[src/inc/cocr_defines.vh]
// Purpose: constants for the calibration offset and clock register slice
// Assumes: 8-bit register index, 16-bit register data
// Notes: definitions only
`ifndef COCR_DEFINES_VH
`define COCR_DEFINES_VH
`define COCR_ADDR_BLUE 8'h62
`define COCR_ADDR_RED 8'h63
`define COCR_ADDR_GREEN_TWO 8'h64
`define COCR_ADDR_CLOCK 8'h65
`define COCR_OFS_MSB 8
`define COCR_OFS_SIGN 8
`define COCR_CLK_BYPASS 15
`define COCR_CLK_PLL_PD 14
`define COCR_CLK_STBY_PD 13
`define COCR_CLK_NEWROW 2
`define COCR_CLK_NEWFRAME 1
`define COCR_CLK_SHIP 0
`define COCR_OFS_RESET 9'h000
`define COCR_CLK_RESET 16'hE000
`define COCR_CLK_MASK 16'hE007
`endif

[src/rtl/cocr_offset_chan.v]
// Purpose: one colour channel calibration offset holder
// Assumes: inputs synchronous to mclk
// Notes: manual value only stored while override set
`timescale 1ns/100ps
`include "cocr_defines.vh"
module cocr_offset_chan #(
  parameter WIDTH = 9
) (
  input wire mclk,
  input wire resetn,
  input wire manual_override,
  input wire wr_en,
  input wire [WIDTH-1:0] wr_data,
  input wire [WIDTH-1:0] auto_value,
  output reg [WIDTH-1:0] offset
);
  reg [WIDTH-1:0] manual_value;
  // ------------------------------------------------------------
  // manual value store
  // ------------------------------------------------------------
  // writes dropped in auto
  always @(posedge mclk or negedge resetn) begin
    if (!resetn) begin
      manual_value <= `COCR_OFS_RESET;
    end else if (wr_en && manual_override) begin
      manual_value <= wr_data;
    end
  end
  // effective value, registered so readback and output agree
  // auto value shown
  always @(posedge mclk or negedge resetn) begin
    if (!resetn) begin
      offset <= `COCR_OFS_RESET;
    end else if (manual_override) begin
      offset <= (wr_en) ? wr_data : manual_value;
    end else begin
      offset <= auto_value;
    end
  end
endmodule // cocr_offset_chan

[src/rtl/cocr_offset_apply.v]
// Purpose: convert a 9-bit two's complement offset to signed 10 bit
// Assumes: bit 8 is sign, bits 7:0 hold the two's complement low byte
// Notes: purely combinational
`timescale 1ns/100ps
`include "cocr_defines.vh"
module cocr_offset_apply (
  input wire [8:0] offset,
  output wire [9:0] signed_offset,
  output wire [7:0] magnitude,
  output wire negative
);
  // negative magnitude is inverse plus one
  assign negative = offset[`COCR_OFS_SIGN];
  assign magnitude = negative ? (~offset[7:0] + 8'h01) : offset[7:0];
  assign signed_offset = {offset[8], offset};
endmodule // cocr_offset_apply

[src/rtl/cocr_calib_clock_regs.v]
// Purpose: calibration offsets for blue, red, second green and clock register
// Assumes: register access by index/data/strobe, synchronous to mclk
//   the override level comes from the black-level control slice
//   standby comes from the power controller, already synchronous
// Notes: outputs registered; read data valid one cycle after a read strobe
//   index 0x62 blue offset, 0x63 red offset, 0x64 second green offset
//   index 0x65 clock control; only bits 15, 14, 13, 2, 1 and 0 are kept
//   clock outputs follow a write two edges later
//   offset mirrors lag the algorithm inputs by two edges
//   a manual write is visible on readback one edge after it lands
//   unmapped reads return zero with the hit flag clear
//   the first green offset and the override bit live in neighbouring slices
//   no wait states: every request is taken on the edge that sees it
`timescale 1ns/100ps
`include "cocr_defines.vh"
module cocr_calib_clock_regs #(
  parameter OFS_WIDTH = 9
) (
  input wire mclk,
  input wire resetn,
  input wire [7:0] reg_addr,
  input wire [15:0] reg_wdata,
  input wire reg_wr,
  input wire reg_rd,
  output reg [15:0] reg_rdata,
  output reg reg_hit,
  input wire manual_override,
  input wire standby,
  input wire pixel_is_blue_row,
  input wire pixel_is_green,
  input wire [OFS_WIDTH-1:0] auto_blue,
  input wire [OFS_WIDTH-1:0] auto_red,
  input wire [OFS_WIDTH-1:0] auto_green_two,
  output reg [OFS_WIDTH-1:0] blue_offset,
  output reg [OFS_WIDTH-1:0] red_offset,
  output reg [OFS_WIDTH-1:0] green_two_offset,
  output reg [OFS_WIDTH-1:0] pixel_offset,
  output reg [7:0] pixel_offset_magnitude,
  output reg pixel_offset_negative,
  output reg use_external_clock_input,
  output reg pll_power_down,
  output reg force_clk_newrow,
  output reg force_clk_newframe,
  output reg force_clk_ship
);
  // ------------------------------------------------------------
  // address decode
  // ------------------------------------------------------------
  reg sel_blue;
  reg sel_red;
  reg sel_green_two;
  reg sel_clock;
  // one-hot selects; an index outside the slice leaves all clear
  // so writes there fall through and reads report no hit
  // if/else chain keeps the decode priority explicit
  always @* begin
    sel_blue = 1'b0;
    sel_red = 1'b0;
    sel_green_two = 1'b0;
    sel_clock = 1'b0;
    if (reg_addr == `COCR_ADDR_BLUE) begin
      sel_blue = 1'b1;
    end else if (reg_addr == `COCR_ADDR_RED) begin
      sel_red = 1'b1;
    end else if (reg_addr == `COCR_ADDR_GREEN_TWO) begin
      sel_green_two = 1'b1;
    end else if (reg_addr == `COCR_ADDR_CLOCK) begin
      sel_clock = 1'b1;
    end
  end

  // ------------------------------------------------------------
  // offset channels
  // ------------------------------------------------------------
  // effective values; each lags its algorithm input by one edge
  // the write path bypasses the stored value for one edge so a
  // manual write and the effective output agree without a stall
  wire [OFS_WIDTH-1:0] ofs_blue;
  wire [OFS_WIDTH-1:0] ofs_red;
  wire [OFS_WIDTH-1:0] ofs_green_two;
  // blue pixels, index 0x62
  // separate channel fields
  cocr_offset_chan #(.WIDTH(OFS_WIDTH)) u_blue (
    .mclk(mclk),
    .resetn(resetn),
    .manual_override(manual_override),
    .wr_en(reg_wr & sel_blue),
    .wr_data(reg_wdata[OFS_WIDTH-1:0]),
    .auto_value(auto_blue),
    .offset(ofs_blue)
  );
  // red pixels, index 0x63
  cocr_offset_chan #(.WIDTH(OFS_WIDTH)) u_red (
    .mclk(mclk),
    .resetn(resetn),
    .manual_override(manual_override),
    .wr_en(reg_wr & sel_red),
    .wr_data(reg_wdata[OFS_WIDTH-1:0]),
    .auto_value(auto_red),
    .offset(ofs_red)
  );
  // second green pixels, on blue rows, index 0x64
  cocr_offset_chan #(.WIDTH(OFS_WIDTH)) u_green_two (
    .mclk(mclk),
    .resetn(resetn),
    .manual_override(manual_override),
    .wr_en(reg_wr & sel_green_two),
    .wr_data(reg_wdata[OFS_WIDTH-1:0]),
    .auto_value(auto_green_two),
    .offset(ofs_green_two)
  );

  // ------------------------------------------------------------
  // clock register
  // ------------------------------------------------------------
  reg [15:0] clock_ctrl;
  // unused bits are masked on write, so they always read zero
  // and no stray flop is kept for them
  // bypass resets to one
  always @(posedge mclk or negedge resetn) begin
    if (!resetn) begin
      clock_ctrl <= `COCR_CLK_RESET;
    end else if (reg_wr && sel_clock) begin
      clock_ctrl <= reg_wdata & `COCR_CLK_MASK;
    end
  end

  // ------------------------------------------------------------
  // pixel offset selection
  // ------------------------------------------------------------
  // the choice is combinational so a row or colour change reaches
  // the registered output on the very next edge
  reg [OFS_WIDTH-1:0] next_pixel_offset;
  // blue rows use blue and second green
  always @* begin
    if (pixel_is_blue_row) begin
      next_pixel_offset = pixel_is_green ? ofs_green_two : ofs_blue;
    end else begin
      // red rows: first green lives elsewhere, red handled here
      next_pixel_offset = ofs_red;
    end
  end
  // sign and size decode shared by all three channels
  wire [9:0] conv_signed;
  wire [7:0] conv_mag;
  wire conv_neg;
  cocr_offset_apply u_apply (
    .offset(next_pixel_offset),
    .signed_offset(conv_signed),
    .magnitude(conv_mag),
    .negative(conv_neg)
  );

  // ------------------------------------------------------------
  // registered outputs
  // ------------------------------------------------------------
  // mirrors let the analog side see a steady value while reads happen
  always @(posedge mclk or negedge resetn) begin
    if (!resetn) begin
      blue_offset <= `COCR_OFS_RESET;
      red_offset <= `COCR_OFS_RESET;
      green_two_offset <= `COCR_OFS_RESET;
    end else begin
      blue_offset <= ofs_blue;
      red_offset <= ofs_red;
      green_two_offset <= ofs_green_two;
    end
  end

  // selected pixel offset with its sign and size, registered so
  // the pixel path downstream sees one clean edge
  // positive low byte
  always @(posedge mclk or negedge resetn) begin
    if (!resetn) begin
      pixel_offset <= `COCR_OFS_RESET;
      pixel_offset_magnitude <= 8'h00;
      pixel_offset_negative <= 1'b0;
    end else begin
      pixel_offset <= conv_signed[OFS_WIDTH-1:0];
      pixel_offset_magnitude <= conv_mag;
      pixel_offset_negative <= conv_neg;
    end
  end

  // ------------------------------------------------------------
  // clock control outputs
  // ------------------------------------------------------------
  // master clock source; resets to the external input so a part
  // whose PLL was never programmed still gets a clock
  // PLL clock when clear
  always @(posedge mclk or negedge resetn) begin
    if (!resetn) begin
      use_external_clock_input <= 1'b1;
    end else begin
      use_external_clock_input <= clock_ctrl[`COCR_CLK_BYPASS];
    end
  end

  // PLL power: off if bit 14, else off in standby when bit 13 set;
  // standby is sampled every edge, so entry shows one cycle late
  // hard power-down
  always @(posedge mclk or negedge resetn) begin
    if (!resetn) begin
      pll_power_down <= 1'b1;
    end else begin
      pll_power_down <= clock_ctrl[`COCR_CLK_PLL_PD] |
        (clock_ctrl[`COCR_CLK_STBY_PD] & standby);
    end
  end

  // forced gates cost power; reset leaves all three gated
  // each is a plain copy of its control bit
  // new-row force
  always @(posedge mclk or negedge resetn) begin
    if (!resetn) begin
      force_clk_newrow <= 1'b0;
    end else begin
      force_clk_newrow <= clock_ctrl[`COCR_CLK_NEWROW];
    end
  end

  always @(posedge mclk or negedge resetn) begin
    if (!resetn) begin
      force_clk_newframe <= 1'b0;
    end else begin
      force_clk_newframe <= clock_ctrl[`COCR_CLK_NEWFRAME];
    end
  end

  always @(posedge mclk or negedge resetn) begin
    if (!resetn) begin
      force_clk_ship <= 1'b0;
    end else begin
      force_clk_ship <= clock_ctrl[`COCR_CLK_SHIP];
    end
  end

  // ------------------------------------------------------------
  // read data
  // ------------------------------------------------------------
  reg [15:0] next_rdata;
  reg next_hit;
  // readback shows the effective value, so in auto mode the host
  // sees what the algorithm has settled on
  // upper bits zero
  always @* begin
    next_rdata = 16'h0000;
    next_hit = 1'b1;
    if (sel_blue) begin
      next_rdata[OFS_WIDTH-1:0] = ofs_blue;
    end else if (sel_red) begin
      next_rdata[OFS_WIDTH-1:0] = ofs_red;
    end else if (sel_green_two) begin
      next_rdata[OFS_WIDTH-1:0] = ofs_green_two;
    end else if (sel_clock) begin
      next_rdata = clock_ctrl;
    end else begin
      next_hit = 1'b0; // unmapped: zero, no hit
    end
  end

  // read capture; the data holds between reads so a slow host may
  // pick it up late without a second request
  always @(posedge mclk or negedge resetn) begin
    if (!resetn) begin
      reg_rdata <= 16'h0000;
      reg_hit <= 1'b0;
    end else if (reg_rd) begin
      reg_rdata <= next_rdata;
      reg_hit <= next_hit;
    end
  end
endmodule // cocr_calib_clock_regs

[config.mk]
export PLATFORM = sky130hd
export DESIGN_NAME = cocr_calib_clock_regs
export DESIGN_NICKNAME = d
export VERILOG_FILES = /design/src/rtl/cocr_offset_chan.v /design/src/rtl/cocr_offset_apply.v /design/src/rtl/cocr_calib_clock_regs.v
export VERILOG_INCLUDE_DIRS = /design/src /design/src/inc
export SDC_FILE = /design/constraint.sdc
export NUM_CORES = 1
export LEC_CHECK = 0
export ABC_AREA = 0
export BUFFER_PORTS_ARGS = -buffer_cell sky130_fd_sc_hd__buf_2
export CELL_PAD_IN_SITES_DETAIL_PLACEMENT = 1
export CELL_PAD_IN_SITES_GLOBAL_PLACEMENT = 2
export CORE_ASPECT_RATIO = 1.1
export CORE_MARGIN = 3
export CORE_UTILIZATION = 35
export DETAILED_ROUTE_END_ITERATION = 12
export HOLD_SLACK_MARGIN = 0.1
export PLACE_DENSITY = 0.86
export SYNTH_ARGS = -nofsm -noshare
export SYNTH_HDL_FRONTEND = slang
export SYNTH_HIERARCHICAL = 1
export SYNTH_SLANG_ARGS = --single-unit
[constraint.sdc]
create_clock -name mclk -period 2 [get_ports mclk]
set_input_delay 0.2 -clock mclk [delete_from_list [all_inputs] [get_ports mclk]]
set_output_delay 0.2 -clock mclk [all_outputs]
set_load 0.1 [all_outputs]
* After elaboration in Yosys (flattened, before gate mapping)
Index checks and enable logic that the tools add are counted.
** Storage, ports and cells
- Output and inout bits :: 67
- Bits of input ports :: 59
- Logic and storage cells :: 65
- Register bits :: 127
** Cells by class
- Bitwise operators :: 6
- Muxes and demuxes :: 30
- Reductions and logical operators :: 4
- Add/subtract/negate cells :: 1
- Equality and inequality tests :: 4
** Operators by type and width (count)
- $mux 9 :: 11
- $eq 8x7->1 const B :: 4
- $mux 7 :: 3
- $mux 16 :: 1
- $mux 1 :: 14
- $add 8x1->8 const B :: 1
- $mux 8 :: 1
- $not 8->8 :: 1
- $and 1x1->1 :: 4
- $logic_and 1x1->1 :: 4
- $or 1x1->1 :: 1

* Depth between registers and ports, before layout
- Depth in word-level cells :: 9
- Depth in mapped cells :: 8
- Mapped depth without buffers :: 7

* Hierarchy
The synthesis kept the hierarchy.
** Modules (own cells, without submodules)
- cocr_calib_clock_regs :: sequential area each 1732.9 µm², area each 2517.4 µm², cells an instance 180, instances 1
- cocr_offset_chan :: sequential area each 450.4 µm², area each 800.8 µm², cells an instance 58, instances 3
- cocr_offset_apply :: sequential area each 0.0 µm², area each 254.0 µm², cells an instance 32, instances 1

* Least setup slack after synthesis
Ideal clock, no wire load.
- Path kind :: in2reg
- Start :: input pixel_is_blue_row
- End :: register pixel_offset_magnitude[7]
- Path slack :: 241 ps
- Data arrival time :: 1679 ps
- Data required time :: 1920 ps
- Library setup time :: 80 ps
- Path buffers :: 2
- Stages on the path :: 6
- Path through :: clkbuf_1 > buf_1 > a21oi_1 > or3_4 > o31ai_4 > xnor2_1
** On the way
- Longest elaborated chain between the ends :: 4
** RTL lines
- start: declaration :: RTL line cocr_calib_clock_regs.v:29 : input wire pixel_is_blue_row,
- $mux 9 :: RTL line cocr_calib_clock_regs.v:136 : if (pixel_is_blue_row) begin
- net next_pixel_offset[4] :: RTL line cocr_calib_clock_regs.v:133 : reg [OFS_WIDTH-1:0] next_pixel_offset;
- $not 8->8 :: RTL line cocr_offset_apply.v:14 : assign magnitude = negative ? (~offset[7:0] + 8'h01) : offset[7:0];
- $add 8x1->8 :: RTL line cocr_offset_apply.v:14
- $mux 8 :: RTL line cocr_offset_apply.v:14
- net conv_mag[7] :: RTL line cocr_calib_clock_regs.v:145 : wire [7:0] conv_mag;
- end signal: assignment :: RTL line cocr_calib_clock_regs.v:180 : pixel_offset_magnitude <= conv_mag;
- end: declaration :: RTL line cocr_calib_clock_regs.v:38 : output reg [7:0] pixel_offset_magnitude,
The timed path passes the listed nets, and every way through them passes these cells.
A chain may end at the register's enable or synchronous reset.

* Final worst setup path
- Start :: register u_green_two.offset[0]
- End :: register pixel_offset_magnitude[4]
** On the way
- Longest elaborated chain between the ends :: 5
** RTL lines
- start: declaration :: RTL line cocr_offset_chan.v:15 : output reg [WIDTH-1:0] offset
- start signal: assignment :: RTL line cocr_offset_chan.v:33 : offset <= `COCR_OFS_RESET;
- start signal: assignment :: RTL line cocr_offset_chan.v:35 : offset <= (wr_en) ? wr_data : manual_value;
- start signal: assignment :: RTL line cocr_offset_chan.v:37 : offset <= auto_value;
- $mux 9 :: RTL line cocr_calib_clock_regs.v:137 : next_pixel_offset = pixel_is_green ? ofs_green_two : ofs_blue;
- $mux 9 :: RTL line cocr_calib_clock_regs.v:136
- net next_pixel_offset[0] :: RTL line cocr_calib_clock_regs.v:133
- $not 8->8 :: RTL line cocr_offset_apply.v:14
- $add 8x1->8 :: RTL line cocr_offset_apply.v:14
- $mux 8 :: RTL line cocr_offset_apply.v:14
- net conv_mag[4] :: RTL line cocr_calib_clock_regs.v:145
The timed path passes the listed nets, and every way through them passes these cells.

==> results summary <==
The run finished with clean final reports. Setup violations remaining at the end of the flow were counted as 0. For the final database, setup skew stands at 0.007644 ns. Buffers inserted during clock tree synthesis total 17.

The sum of net half-perimeters after detailed placement is 9183 um. The cell sitting at the root of the clock tree is a sky130_fd_sc_hd__clkbuf_16. The mapped netlist covers 0.005166 mm^2.

After floorplanning, the core was divided into 45 placement rows. The count of input and output buffers came out at 117. The die extent in x is 121.8 um. The slowest library cell on the worst path is sky130_fd_sc_hd__dfrtp_1. The starting density of the core is 36.56%. At the later pin of the worst-skew pair, clock insertion delay measures 0.41 ns. The transition time of the tightest slew-check pin came out at 0.6628 ns. Walking the worst path, the cells encountered are mux2i_1 -> a21oi_1 -> inv_1 -> ha_1 -> nand2b_1 -> o21ai_0 -> xnor2_1. The synthesized area divided by synthesized cell count came out at 13.42 um^2. The post-cts sizing count is 0. The core outline area is 0.01413 mm^2. IR analysis of the VDD net gives a maximum drop of 552.1 uV. The max-slew violation total from the final report was 0. The number of filler cells placed in the layout is 1487. The H-tree generated during clock tree synthesis spans 4 levels.

Timing would allow up to 0.5814 GHz. The warning count from the yosys run is 6. The worst path required time is 2.27 ns. In the final layout, the share of cells above drive strength 1 is 39.56%. The sum of routed wire length over all layers came out at 13360 um. The count of clock tree sinks is 123.

TritonCTS built the clock tree. The clock input transition at the sequential cells of the worst setup and hold paths is 0.05 ns. The remaining number of nets flagged by the antenna check after routing is 0. The highest net fanout along the worst path is 4. The total power divided by cell area came out at 1023 mW/mm^2.

The minimum clock period came out at 1.720 ns. Dividing the detail-routed via count by the number of cells gives 4.726. The arrival time at the worst endpoint is 1.99 ns. The placer's final routability congestion estimate is 0.7383.

The first-pass GRT wire length is 20840 um. The overall power after layout came out at 6.903 mW. The y dimension of the die is 133.4 um. The total negative setup slack is 0 ns. The max-cap check violation count is 0.

The number of ports placed on the die boundary is 126. The synthesized netlist cell count is 385. The path class of the tightest hold or removal check is in2reg. The largest net degree at the start of global routing came out at 124. The cell leakage power came out at 3.227 nW.

The number of antenna repair diodes is 0. The overall via count from detail_route is 3445. Setup repair after global routing left no endpoint under its margin. The number of buffers on the longest clock path came out at 2. The area growth from synthesis to final layout is 30.59%. The iteration count of the initial detailed-routing pass came out at 4. The worst reg-to-reg setup slack is 0.28 ns. The post-route DRC violation count is 0. Global routing finished with a remaining overflow of 0. The kind of cell with the highest combined delay along the critical path is compound AO/OA/AOI/OAI gates. The worst setup path is of the reg2reg kind. The share of the clock period used by the worst path came out at 86.01%. The count of nets after finishing came out at 588. The type of origin of the critical path is a flip-flop. The violation count after the first detailed-routing iteration is 120. The final routed wire length divided by cell count came out at 18.33 um. The worst setup path is captured at a flip-flop. The number of hold-slack violations in the final timing report came out at 0. The relative slew slack came out at 55.81%. The initial antenna violation count came out at 0.

The maximum single-stage delay on the critical path came out at 0.40 ns. Global routing consumed, over all layers together, 16.79% of the routing resources. The die area is 0.01626 mm^2. The number of global-route vias before repair is 3751. Post-CTS timing repair inserted 0 buffers for setup. The number of buffers and inverters on the critical path is 1. The tightest hold path in the finished design has a slack of 0.1037 ns.
[through the flow]
stage	worst slack [ns]	cells	util [%]	area, um^2
global route	0.2033	729	47.74	6746
floorplan	0.2407	388	-	5177
CTS	0.2749	729	47.74	6746
detailed placement	0.1066	671	41.89	5919
finish	0.2799	729	47.74	6746
global placement	0.1428	671	41.89	5919
[flip-flops by register name, indices dropped and copies added, names as in the netlist, 6 cells and up]
name and cells:
reg_rdata 12, u_red/manual_value 9, clock_ctrl 6, pixel_offset_magnitude 8, u_blue/manual_value 9, green_two_offset 9, u_blue/offset 9, u_green_two/manual_value 9
u_green_two/offset 9, red_offset 9, u_red/offset 9, pixel_offset 9, blue_offset 9
[worst reg2reg max path, cell delays in order (launching register included)]
cell and delay (ns):
sky130_fd_sc_hd__dfrtp_1 0.40, sky130_fd_sc_hd__mux2i_1 0.10, sky130_fd_sc_hd__a21oi_1 0.38, sky130_fd_sc_hd__inv_1 0.09
sky130_fd_sc_hd__ha_1 0.23, sky130_fd_sc_hd__nand2b_1 0.12, sky130_fd_sc_hd__o21ai_0 0.11, sky130_fd_sc_hd__xnor2_1 0.16
[layout by cell type, fill, tap and decap left out, types with 4 or more instances in the layout]
cell type                       count
sky130_fd_sc_hd__clkbuf_16         17
sky130_fd_sc_hd__dfrtp_1          118
sky130_fd_sc_hd__mux2i_1           42
sky130_fd_sc_hd__dfstp_2            5
sky130_fd_sc_hd__dlygate4sd3_1     26
sky130_fd_sc_hd__a21oi_1           36
sky130_fd_sc_hd__nor2_1            36
sky130_fd_sc_hd__o22ai_1           12
sky130_fd_sc_hd__inv_1             15
sky130_fd_sc_hd__buf_12             5
sky130_fd_sc_hd__a22oi_1            6
sky130_fd_sc_hd__mux2_2            12
sky130_fd_sc_hd__conb_1             4
sky130_fd_sc_hd__xnor2_1            6
sky130_fd_sc_hd__clkinvlp_4         4
sky130_fd_sc_hd__nand2b_1           4
sky130_fd_sc_hd__buf_4              5
sky130_fd_sc_hd__nand2_1            6
sky130_fd_sc_hd__mux2_4            27
sky130_fd_sc_hd__buf_2            116
[worst paths after layout]
kind                                       startpoint                   endpoint  cells after the start
worst max register to register  u_green_two/offset[0]  pixel_offset_magnitude[4]                      7
worst min-delay path                     auto_blue[0]           u_blue/offset[0]                      3
worst min register to register         clock_ctrl[15]   use_external_clock_input                      0
min in group asynchronous                      resetn           u_blue/offset[3]                      3
worst max-delay path            u_green_two/offset[0]  pixel_offset_magnitude[4]                      7
max in group asynchronous                      resetn             blue_offset[0]                      3
[area by class of cell]
type                       count  area [um^2]  area share [%]
sequential                   123         3084           45.72
multi-input combinational    219         1826           27.06
timing repair buffer         152        978.4           14.50
clock buffer                  22        474.2           7.029
tap                          188        235.2           3.487
clock inverter                10        92.59           1.372
inverter                      15        56.30          0.8346
[where the power goes]
part / switching [mW] / total, mW / internal [mW]
sequential: 0.0763 / 2.72 / 2.64
combinational: 1.02 / 1.30 / 0.272
clock: 1.09 / 2.89 / 1.80
[timing repair]
action	in CTS	in global routing
hold buffers	26	0
endpoints found under the setup margin	0	0
endpoints found under the hold margin	143	0
[routing by layer]
metal	global-route usage [%]	wire length [um]	vias up
met1	21.51	5878	1748
met2	27.95	6666	84
met4	5.666	179	0
met3	3.949	635	14
met5	0	0	-
li1	-	-	1599
Note: power is estimated with default switching activity, not from simulation.
